**config.mk**
```make
export PLATFORM = sky130hd
export DESIGN_NAME = gpio_port9_and_input_port_b
export DESIGN_NICKNAME = d
export VERILOG_FILES = /design/src/core/gpio_pkg.sv /design/src/core/analog_pin_mask.sv /design/src/core/gpio_port9_and_input_port_b.sv
export SDC_FILE = /design/constraint.sdc
export NUM_CORES = 1
export LEC_CHECK = 0
export BUFFER_PORTS_ARGS = -buffer_cell sky130_fd_sc_hd__buf_4
export CAP_MARGIN = 20
export CORE_MARGIN = 2
export CORE_UTILIZATION = 41
export CTS_CLUSTER_SIZE = 28
export DETAILED_ROUTE_END_ITERATION = 7
export HOLD_SLACK_MARGIN = 0.03
export PLACE_DENSITY = 0.75
export SETUP_SLACK_MARGIN = 0.02
export SLEW_MARGIN = 20
export SYNTH_ARGS = -nofsm -noshare
export SYNTH_HDL_FRONTEND = slang
export SYNTH_SLANG_ARGS = --single-unit
export TNS_END_PERCENT = 20
```
**constraint.sdc**
```tcl
create_clock -name clock -period 1.1 [get_ports clock]
set_input_delay 0.055 -clock clock [delete_from_list [all_inputs] [get_ports clock]]
set_output_delay 0.055 -clock clock [all_outputs]
set_load 0.03 [all_outputs]
```
**src/core/gpio_pkg.sv**
```systemverilog
// Package for the two port slices: register addresses, reset values,
// field positions and power modes.
// Assumes an 8-bit register port with 16-bit byte addresses.
package gpio_pkg;

    localparam int ADDR_W = 16;
    localparam int DATA_W = 8;

    // Register byte addresses
    localparam logic [15:0] PORT9_DATA_ADDR = 16'hFFDC;
    localparam logic [15:0] INPUT_PORT_ADDR = 16'hFFDD;
    localparam logic [15:0] PORT9_DIR_ADDR = 16'hFFEC;

    // Reset values
    localparam logic [7:0] PORT9_DATA_RESET = 8'hC0;
    localparam logic [7:0] PORT9_DIR_RESET = 8'hC0;

    // Fixed read-back values of the reserved and write-only parts
    localparam logic [1:0] PORT9_HIGH_BITS = 2'h3;
    localparam logic [0:0] PORT9_BIT5 = 1'h0;
    localparam logic [7:0] DIR_READ_VALUE = 8'hFF;
    localparam logic [7:0] UNMAPPED_READ = 8'h00;

    // Field layout
    localparam int PORT9_PINS = 5;
    localparam int INPUT_PORT_PINS = 8;
    localparam int FLASH_FIXED_BIT = 0;

    // Channel select: values below this reach the input-only pins
    localparam logic [3:0] CHANNEL_PIN_LIMIT = 4'h8;

    typedef enum logic [2:0] {
        MODE_ACTIVE,
        MODE_SUBACTIVE,
        MODE_SLEEP,
        MODE_SUBSLEEP,
        MODE_STANDBY,
        MODE_WATCH
    } power_mode_e;

endpackage

```
**src/core/analog_pin_mask.sv**
```systemverilog
// Decodes the converter channel select into a mask of input-only pins
// taken over as analog inputs.
// Assumes channel values 0 to 7 name the input-only pins in order.
`timescale 1ns/1ns
`default_nettype none

module analog_pin_mask #(
    parameter int PINS = 8
) (
    input wire logic [3:0] converter_channel_select,
    output logic [PINS-1:0] analog_mask
);

    always_comb
    begin
        analog_mask = '0;
        for (int i = 0; i < PINS; i++)
        begin
            if (converter_channel_select < gpio_pkg::CHANNEL_PIN_LIMIT &&
                converter_channel_select == 4'(i))
            begin
                analog_mask[i] = 1'b1;
            end
        end
    end

endmodule

`default_nettype wire

```
**src/core/gpio_port9_and_input_port_b.sv**
```systemverilog
// Five-pin bidirectional port with its data and direction registers and
// eight-pin input-only port with its read register on a plain 8-bit register port.
// Assumes pins and strobes are synchronous to clock; read data appear
// the cycle after the read strobe.
// Assumes FLASH_VARIANT is fixed for a build; its pin 0 never drives high.
`timescale 1ns/1ns
`default_nettype none

module gpio_port9_and_input_port_b #(
    parameter int PORT9_PINS = gpio_pkg::PORT9_PINS,
    parameter int INPUT_PINS = gpio_pkg::INPUT_PORT_PINS,
    parameter bit FLASH_VARIANT = 1'b0
) (
    input wire logic clock,
    input wire logic rst,
    input wire logic [15:0] addr,
    input wire logic [7:0] wr_data,
    input wire logic wr_strobe,
    input wire logic rd_strobe,
    output logic [7:0] rd_data,
    input wire gpio_pkg::power_mode_e power_mode,
    input wire logic [3:0] converter_channel_select,
    input wire logic [PORT9_PINS-1:0] bidir_pin_in,
    output logic [PORT9_PINS-1:0] bidir_pin_out,
    output logic [PORT9_PINS-1:0] bidir_pin_oe_n,
    input wire logic [INPUT_PINS-1:0] input_only_pin
);

    function automatic logic hits(input logic [15:0] a, input logic [15:0] reg_addr);
        hits = (a == reg_addr);
    endfunction

    typedef enum logic [1:0] {
        SEL_NONE,
        SEL_DATA,
        SEL_INPUT,
        SEL_DIR
    } reg_sel_e;

    // One decoder shared by the write and read paths, so they never disagree
    function automatic reg_sel_e decode_reg(input logic [15:0] a);
        reg_sel_e s;
        s = SEL_NONE;
        if (hits(a, gpio_pkg::PORT9_DATA_ADDR))
        begin
            s = SEL_DATA;
        end
        else if (hits(a, gpio_pkg::INPUT_PORT_ADDR))
        begin
            s = SEL_INPUT;
        end
        else if (hits(a, gpio_pkg::PORT9_DIR_ADDR))
        begin
            s = SEL_DIR;
        end
        decode_reg = s;
    endfunction

    // Active and subactive run the port from its registers
    function automatic logic mode_functional(input gpio_pkg::power_mode_e mode);
        logic f;
        case (mode)
            gpio_pkg::MODE_ACTIVE,
            gpio_pkg::MODE_SUBACTIVE:
            begin
                f = 1'b1;
            end
            default:
            begin
                f = 1'b0;
            end
        endcase
        mode_functional = f;
    endfunction

    function automatic logic mode_retains(input gpio_pkg::power_mode_e mode);
        logic r;
        case (mode)
            gpio_pkg::MODE_SLEEP,
            gpio_pkg::MODE_SUBSLEEP,
            gpio_pkg::MODE_WATCH:
            begin
                r = 1'b1;
            end
            default:
            begin
                r = 1'b0;
            end
        endcase
        mode_retains = r;
    endfunction

    // Full data-register byte: fixed reserved bits above the pin field
    function automatic logic [7:0] compose_port9(input logic [PORT9_PINS-1:0] view);
        logic [7:0] b;
        b = '0;
        b[PORT9_PINS-1:0] = view;
        b[5] = gpio_pkg::PORT9_BIT5[0];
        b[7:6] = gpio_pkg::PORT9_HIGH_BITS;
        compose_port9 = b;
    endfunction

    // Bits that software may change in the data register
    function automatic logic [PORT9_PINS-1:0] writable_mask();
        logic [PORT9_PINS-1:0] m;
        m = '1;
        if (FLASH_VARIANT)
        begin
            m[gpio_pkg::FLASH_FIXED_BIT] = 1'b0;
        end
        writable_mask = m;
    endfunction

    // Register state
    logic [PORT9_PINS-1:0] data_q;
    logic [PORT9_PINS-1:0] data_d;
    logic [PORT9_PINS-1:0] dir_q;
    logic [PORT9_PINS-1:0] dir_d;
    logic [7:0] rd_data_q;
    logic [7:0] rd_data_d;

    // Pin drive state
    logic [PORT9_PINS-1:0] pin_out_q;
    logic [PORT9_PINS-1:0] pin_out_d;
    logic [PORT9_PINS-1:0] pin_oe_n_q;
    logic [PORT9_PINS-1:0] pin_oe_n_d;

    logic [INPUT_PINS-1:0] analog_mask;
    logic [PORT9_PINS-1:0] port9_view;
    logic [7:0] port9_read;
    logic [7:0] input_port_read;
    logic wr_data_reg;
    logic wr_dir_reg;

    // Decoded register select and pin-mode class
    reg_sel_e reg_sel;
    logic pins_follow;
    logic pins_retain;

    analog_pin_mask #(
        .PINS(INPUT_PINS)
    ) u_analog_pin_mask (
        .converter_channel_select(converter_channel_select),
        .analog_mask(analog_mask)
    );

    assign reg_sel = decode_reg(addr);
    assign wr_data_reg = wr_strobe && (reg_sel == SEL_DATA);
    assign wr_dir_reg = wr_strobe && (reg_sel == SEL_DIR);
    assign pins_follow = mode_functional(power_mode);
    assign pins_retain = mode_retains(power_mode);

    // Register writes
    always_comb
    begin
        data_d = data_q;
        dir_d = dir_q;
        if (wr_data_reg)
        begin
            // Reserved bits live outside the stored field, so writes to them vanish
            data_d = wr_data[PORT9_PINS-1:0] & writable_mask();
        end
        if (wr_dir_reg)
        begin
            dir_d = wr_data[PORT9_PINS-1:0];
        end
    end

    always_ff @(posedge clock)
    begin
        if (rst)
        begin
            data_q <= gpio_pkg::PORT9_DATA_RESET[PORT9_PINS-1:0];
            dir_q <= gpio_pkg::PORT9_DIR_RESET[PORT9_PINS-1:0];
        end
        else
        begin
            data_q <= data_d;
            dir_q <= dir_d;
        end
    end

    // Per-pin read-back view of the bidirectional port
    always_comb
    begin
        for (int i = 0; i < PORT9_PINS; i++)
        begin
            port9_view[i] = dir_q[i] ? data_q[i] : bidir_pin_in[i];
        end
        if (FLASH_VARIANT)
        begin
            port9_view[gpio_pkg::FLASH_FIXED_BIT] = 1'b0;
        end
    end

    assign port9_read = compose_port9(port9_view);

    // Analog-selected pins read zero whatever their voltage
    always_comb
    begin
        input_port_read = '0;
        input_port_read[INPUT_PINS-1:0] = input_only_pin & ~analog_mask;
    end

    // Register reads, answered one cycle after the strobe
    always_comb
    begin
        rd_data_d = '0;
        if (rd_strobe)
        begin
            case (reg_sel)
                SEL_DATA:
                begin
                    rd_data_d = port9_read;
                end
                SEL_INPUT:
                begin
                    rd_data_d = input_port_read;
                end
                SEL_DIR:
                begin
                    rd_data_d = gpio_pkg::DIR_READ_VALUE;
                end
                default:
                begin
                    rd_data_d = gpio_pkg::UNMAPPED_READ;
                end
            endcase
        end
    end

    always_ff @(posedge clock)
    begin
        if (rst)
        begin
            rd_data_q <= '0;
        end
        else
        begin
            rd_data_q <= rd_data_d;
        end
    end

    // Pin drivers follow the power mode. Retaining modes freeze both the
    // level and the enable, so a register write made there shows only
    // once the port is functional again.
    always_comb
    begin
        pin_out_d = pin_out_q;
        pin_oe_n_d = pin_oe_n_q;
        if (pins_follow)
        begin
            pin_out_d = data_q;
            pin_oe_n_d = ~dir_q;
        end
        else if (pins_retain)
        begin
            pin_out_d = pin_out_q;
            pin_oe_n_d = pin_oe_n_q;
        end
        else
        begin
            // Standby and unused codes float the pins but keep the level
            pin_oe_n_d = '1;
        end
    end

    always_ff @(posedge clock)
    begin
        if (rst)
        begin
            pin_out_q <= '0;
            pin_oe_n_q <= '1;
        end
        else
        begin
            pin_out_q <= pin_out_d;
            pin_oe_n_q <= pin_oe_n_d;
        end
    end

    assign rd_data = rd_data_q;
    assign bidir_pin_out = pin_out_q;
    assign bidir_pin_oe_n = pin_oe_n_q;

endmodule

`default_nettype wire

```
==> results by group, run 1 <==
Critical path
  • WP depth: 4
  • Critical Path Max Stage Delay: 390 ps
  • Cells on worst reg2reg path: 4
  • CP Max Fanout: 3
  • Top Family by Delay on Critical Path: flip-flops
  • Crit-path cells: mux2i_1 -> nand2_1 -> nand3_1 -> a21oi_1
  • Critical Path Start Type: flip-flop
  • WP data arrival: 1210 ps
  • Critical path capture point type: flip-flop
  • Req. time, crit path: 1300 ps
  • Slowest stage cell on the critical path: dfxtp_1
  • Critical path class: flip-flop to flip-flop
  • Buffer and inverter count on the worst path: 0

Die
  • Chip Height: 62.5 um
  • Ports: 66
  • Die Wd: 62.5 um
  • Std-Cell Rows: 21
  • Starting density of the core: 42.4%
  • Core area: 0.00331 mm2
  • Die ar.: 0.00391 mm2

Route
  • Total number of vias: 1,482
  • Via density: 4.97
  • DR WL/cell: 12.9 um
  • Number of nets with antenna violations after routing: 0
  • Drt total wl: 3860 um
  • DRC marker count from the first detailed-route iteration: 67
  • Post-route DRC: 0
  • Pre-Repair DR Iteration Count: 4

STA
  • Max Slew Vio Count: 0
  • Hold_ws: 42.7 ps
  • Final setup margin: 89.6 ps
  • Final Cycle Share: 91.9%
  • Top achievable clock speed: 990 MHz
  • RSZ-0062 raised after global routing: false
  • Worst Max-Slew Pin Slew: 505 ps
  • Fin. Hold Viols: 0
  • Setup Skew: 4.35 ps
  • Tmin final: 1010 ps
  • Final setup viols: 0
  • Slew headroom: 66.3%

Global route
  • Total GRT Usage: 20.5%
  • Vias in the first global route: 1,383
  • Global-route wire length before repair: 6400 um
  • Grt ovf: 0
  • Initial antenna violation count: 0
  • Largest net degree at the start of global routing: 25

Clock network
  • CTS tree: yes
  • Clock Sinks: 28
  • Num CTS Buffers: 3
  • Worst-path clk slew: 150 ps
  • H-tree levels: 1
  • # Post-CTS Setup Buffers: 0
  • CTS max path bufs: 2
  • Clk Latency, worst-skew pair: 330 ps
  • CTS root buffer: clkbuf_4

Cells and area
  • Layout Nets: 301
  • Most common cell after layout, fill and taps aside: buf_4
  • Most frequent cells in the layout: 77 x buf_4, 27 x dfxtp_1, 24 x nand2_1, 18 x nand2b_1, 18 x a21oi_1
  • Finished Cell Area: 0.00220 mm2
  • Ant. Diodes: 0
  • Share of cells above drive strength 1: 36.1%
  • P&R area growth vs syn: 56.9%

Placement
  • Dpl hpwl: 2940 um
  • Dpl ws: -95.7 ps
  • Routability cong.: 0.848
  • Cell area after placement: 0.00202 mm2
  • # port buffers: 62

Run status
  • Outcome: finished clean

Power
  • Pwr Total: 1.83 mW
  • VDD IR-drop max: 0.435 mV
  • Pwr per Cell Area: 832 mW/mm2
  • Leak: 0.898 nW

Synth
  • #FFs+latches synth: 28
  • Adder and majority gate portion of the synthesized area: 0%
  • Synth top area share: 39.9%
  • Yosys top cell by area: dfxtp_1
  • Netlist Area Pre-Place: 0.00140 mm2
  • Synth warn: 0
  • Leading post-synthesis cells by cell area: dfxtp_1 40%, nand2b_1 8.0%, mux2i_1 7.1%, a21oi_1 6.4%, nand2_1 6.4%
  • Post-synthesis compound-gate area fraction: 14.2%
  • Synthesized area per cell: 8.77 um2
  • Synth cell types: 34
  • Syn nets: 208
  • Sequential area share after synthesis: 39.9%
  • Synth Area in XOR/XNOR: 0.624%
  • Post-Synth Simple-Gate Area: 35.7%
  • Post-Syn Instances: 160
  • Largest family of logic cells by synthesized area: simple AND/OR/NAND/NOR gates
  • Post-synthesis mux area share: 7.93%

Job
  • Maxcap violations: 0

Worst hold path
  • Hold depth: 3
  • Worst Hold Class: primary input to flip-flop
synth_stat cells:
| library cell | number |
|---|---|
| nand3_1 | 16 |
| and4_1 | 1 |
| nor3b_2 | 1 |
| and4bb_4 | 1 |
| dfxtp_1 | 28 |
| nand2_1 | 24 |
| or2_2 | 1 |
| nand4_4 | 1 |
| o211ai_1 | 1 |
| buf_4 | 1 |
| nor3_4 | 1 |
| nand3b_1 | 1 |
| and4b_1 | 1 |
| nand2b_1 | 18 |
| nand4b_4 | 1 |
| or4_4 | 1 |
| xnor2_1 | 1 |
| a211oi_1 | 1 |
| nor2_1 | 3 |
| nor2b_1 | 2 |
| o2111ai_1 | 1 |
| mux2i_1 | 10 |
| and3_1 | 2 |
| o21ai_1 | 5 |
| a21oi_1 | 18 |
| nor3_1 | 1 |
| o311ai_1 | 3 |
| o311ai_0 | 1 |
| clkbuf_1 | 2 |
| nor4_4 | 1 |
| or4_1 | 3 |
| inv_1 | 2 |
| o21ai_0 | 5 |
| mux2_2 | 1 |
power breakdown:
part / switching [mW] / leakage (nW) / internal, mW
clock network: 0.296 / 0.0210 / 0.203
logic: 0.125 / 0.651 / 0.195
registers: 0.00000365 / 0.226 / 1.01
total: 0.421 / 0.898 / 1.41
registers in the layout, summed over array words and instances (netlist names):
register	cells
bidir_pin_oe_n	5
dir_q	5
rd_data	8
data_q	5
bidir_pin_out	5
routing by layer:
| layer | track usage (%) | up-vias | share of wire, % |
|---|---|---|---|
| li1 | - | 764 | - |
| met1 | 27.4 | 664 | 45 |
| met2 | 33.9 | 52 | 49 |
| met3 | 3.06 | 2 | 5.2 |
| met4 | 6.67 | 0 | 0.26 |
| met5 | 0 | - | 0 |
through the flow:
step                      utilization, %  instances  setup TNS [ps]
final                               66.5        298               0
after global routing                66.5        298               0
after CTS                           66.5        298               0
after detailed placement            61.1        280           -1140
after global placement              61.1        280            -804
after floorplan                        -        160           -6.44
path summary, 6_finish.rpt:
| check | to | slack (ps) | from |
|---|---|---|---|
| hold / removal | rd_data[1] | 40 | input_only_pin[1] |
| hold reg to reg | bidir_pin_out[0] | 470 | bidir_pin_out[0] |
| setup reg to reg | rd_data[1] | 90 | dir_q[1] |
| setup / recovery | rd_data[1] | 90 | dir_q[1] |
kinds of logic (layout without fill, tap and decap cells):
| kind of cell | Yosys count | in the layout |
|---|---|---|
| muxes | 11 | 11 |
| AOI/OAI and AO/OA | 35 | 35 |
| buffers and inverters | 5 | 97 |
| xor gates and xnor gates | 1 | 1 |
| and+or+nand+nor | 80 | 80 |
| DFF | 28 | 28 |
area by class of cell:
type / instances / area, um2
repair buffers: 91 / 718
inverters: 2 / 7.51
clock buffers: 4 / 36.3
fillers: 308 / 1110
multi-input cells: 127 / 821
flip-flops and latches: 28 / 562
well taps: 46 / 57.6
timing repair:
| action | 4_1_cts | 5_1_grt |
|---|---|---|
| hold buffers | 14 | 0 |
| endpoints found under the hold margin | 17 | 0 |
| endpoints found under the setup margin | 0 | 1 |
| gates resized for setup | 0 | 1 |
worst register-to-register path, cell delays in order, from the launching register on:
cell	delay [ps]
dfxtp_1	390
mux2i_1	240
nand2_1	80
nand3_1	90
a21oi_1	80
Power figures use the tool's default switching activity.
==> inputs of run 2 (changes only) <==
==> constraint.sdc (replaced) <==
create_clock -name clock -period 0.8 [get_ports clock]
set_input_delay 0.04 -clock clock [delete_from_list [all_inputs] [get_ports clock]]
set_output_delay 0.04 -clock clock [all_outputs]
set_load 0.03 [all_outputs]
==> run 2 against run 1 <==
Sequential share of layout area is 1.7 points lower. Critical path type unchanged. Design area rose by 13%. Setup slack worse by 220 ps. Critical path depth unchanged. Register-to-register slack worse by 220 ps. Routed wire length is 7.3% higher. Die area is the same. Flip-flop and latch count unchanged. Non-clock buffer count increased by 16. Clock skew is 0.77 ps lower. Final cell count up 5.4%. The run now ends with setup timing left.
==> results by group, run 2 (same netlist as run 1, synthesis figures left out) <==
Cells and area
  • Share of cells above drive strength 1: 51.9%
  • Finished Layout Cells: 314
  • Layout Nets: 317
  • Finished Cell Area: 0.00248 mm2
  • P&R area growth vs syn: 76.6%
  • Most common cell after layout, fill and taps aside: buf_4
  • Ant. Diodes: 0
  • Filler Cell Count: 255
  • Largest register FFs: 8
  • Most frequent cells in the layout: 70 x buf_4, 24 x dfxtp_2, 23 x nand2_1, 23 x buf_6, 17 x nand2b_1

STA
  • RSZ-0062 raised after global routing: true
  • Final setup viols: 26
  • Final setup margin: -132 ps
  • Max Slew Vio Count: 0
  • Worst Max-Slew Pin Slew: 495 ps
  • Top achievable clock speed: 1070 MHz
  • Fin. Hold Viols: 0
  • Final Cycle Share: 116%
  • Setup TNS: -1630 ps
  • Tmin final: 932 ps
  • Slew headroom: 67.0%
  • Setup Skew: 3.58 ps

Run status
  • Outcome: finished, violations left
  • Failing checks: setup timing

Placement
  • Cell area after placement: 0.00214 mm2
  • Cells after DPL: 295
  • Routability cong.: 0.807
  • Dpl hpwl: 3030 um
  • Dpl ws: -410 ps
  • # port buffers: 62

Route
  • DRC marker count from the first detailed-route iteration: 63
  • Pre-Repair DR Iteration Count: 4
  • Drt total wl: 4140 um
  • Post-route DRC: 0
  • Number of nets with antenna violations after routing: 0
  • DR WL/cell: 13.2 um
  • Total number of vias: 1,579
  • Via density: 5.03

Global route
  • Vias in the first global route: 1,514
  • Initial antenna violation count: 0
  • Largest net degree at the start of global routing: 27
  • Met2 GRT Util: 36.6%
  • GRT Max-Usage Layer: met2
  • Global-route wire length before repair: 6730 um
  • Met3 usage: 3.24%
  • Met1 GRT Util: 27.3%
  • Grt ovf: 0
  • Total GRT Usage: 21.2%

Worst hold path
  • Worst Hold Class: primary input to flip-flop

Critical path
  • Critical path capture point type: flip-flop
  • Top Family by Delay on Critical Path: flip-flops
  • Critical Path Start Type: flip-flop
  • Buffer and inverter count on the worst path: 0
  • Req. time, crit path: 1020 ps
  • Critical path class: flip-flop to flip-flop
  • Crit-path cells: mux2i_1 -> nand2_1 -> nand3_2 -> a21oi_2
  • WP data arrival: 1160 ps
  • Critical Path Max Stage Delay: 370 ps
  • CP Max Fanout: 2
  • Slowest stage cell on the critical path: dfxtp_2

Die
  • Die ar.: 0.00391 mm2
  • Core area: 0.00331 mm2
  • Std-Cell Rows: 21
  • Chip Height: 62.5 um
  • Starting density of the core: 42.4%
  • Ports: 66
  • Die Wd: 62.5 um

Clock network
  • Clk Latency, worst-skew pair: 340 ps
  • Num CTS Buffers: 3
  • CTS root buffer: clkbuf_4
  • Hold bufs inserted after CTS: 13
  • Clock Sinks: 28
  • Worst-path clk slew: 150 ps
  • H-tree levels: 1
  • CTS tree: yes
  • CTS max path bufs: 2

Job
  • Maxcap violations: 0

Power
  • Pwr per Cell Area: 1040 mW/mm2
  • VDD IR-drop max: 0.500 mV
  • Pwr Total: 2.58 mW
  • Leak: 1.02 nW
==> run 2: cell type report <==
type                    count  area (um2)  share of cell area (%)
inverters                   2        7.51                   0.303
multi-input cells         127         857                    34.6
flip-flops and latches     28         591                    23.8
well taps                  46        57.6                    2.32
repair buffers            107         930                    37.5
clock buffers               4        36.3                    1.46
==> run 2: tightest hold or removal path, stage by stage <==
cell and delay [ps]:
buf_4 110, o311ai_0 100, a211oi_1 80
==> run 2: worst paths after layout <==
| path | startpoint | to | slack (ps) | cells past startpoint |
|---|---|---|---|---|
| min | input_only_pin[5] | rd_data[5] | 10 | 3 |
| min reg2reg | bidir_pin_out[4] | bidir_pin_out[4] | 470 | 2 |
| max reg2reg | dir_q[0] | rd_data[0] | -130 | 4 |
| max | dir_q[0] | rd_data[0] | -130 | 4 |
==> run 2: report_power, final <==
part,switching [mW],internal (mW)
Combinational,0.183,0.290
Clock,0.432,0.279
Sequential,0.00000452,1.39
Total,0.616,1.96
==> run 2: routing by layer <==
metal	vias to the layer above	part of all wire, %	wire length, um
met5	-	0	0
met3	13	5.5	228
met2	61	50	2050
met1	708	42	1760
met4	0	2.5	104
li1	797	-	-
==> run 2: timing repair <==
item,in CTS,in global routing
resized for setup,44,15
endpoints found under the hold margin,18,1
pin swaps,12,8
setup buffers,0,2
endpoints found under the setup margin,30,39
==> run 2: metrics by stage <==
step	hold slack (ps)	utilization, %
5_1_grt	15.2	74.9
2_1_floorplan	192	-
4_1_cts	-0.720	73.0
3_5_place_dp	326	64.6
6_report	10.1	74.9
3_3_place_gp	320	64.6
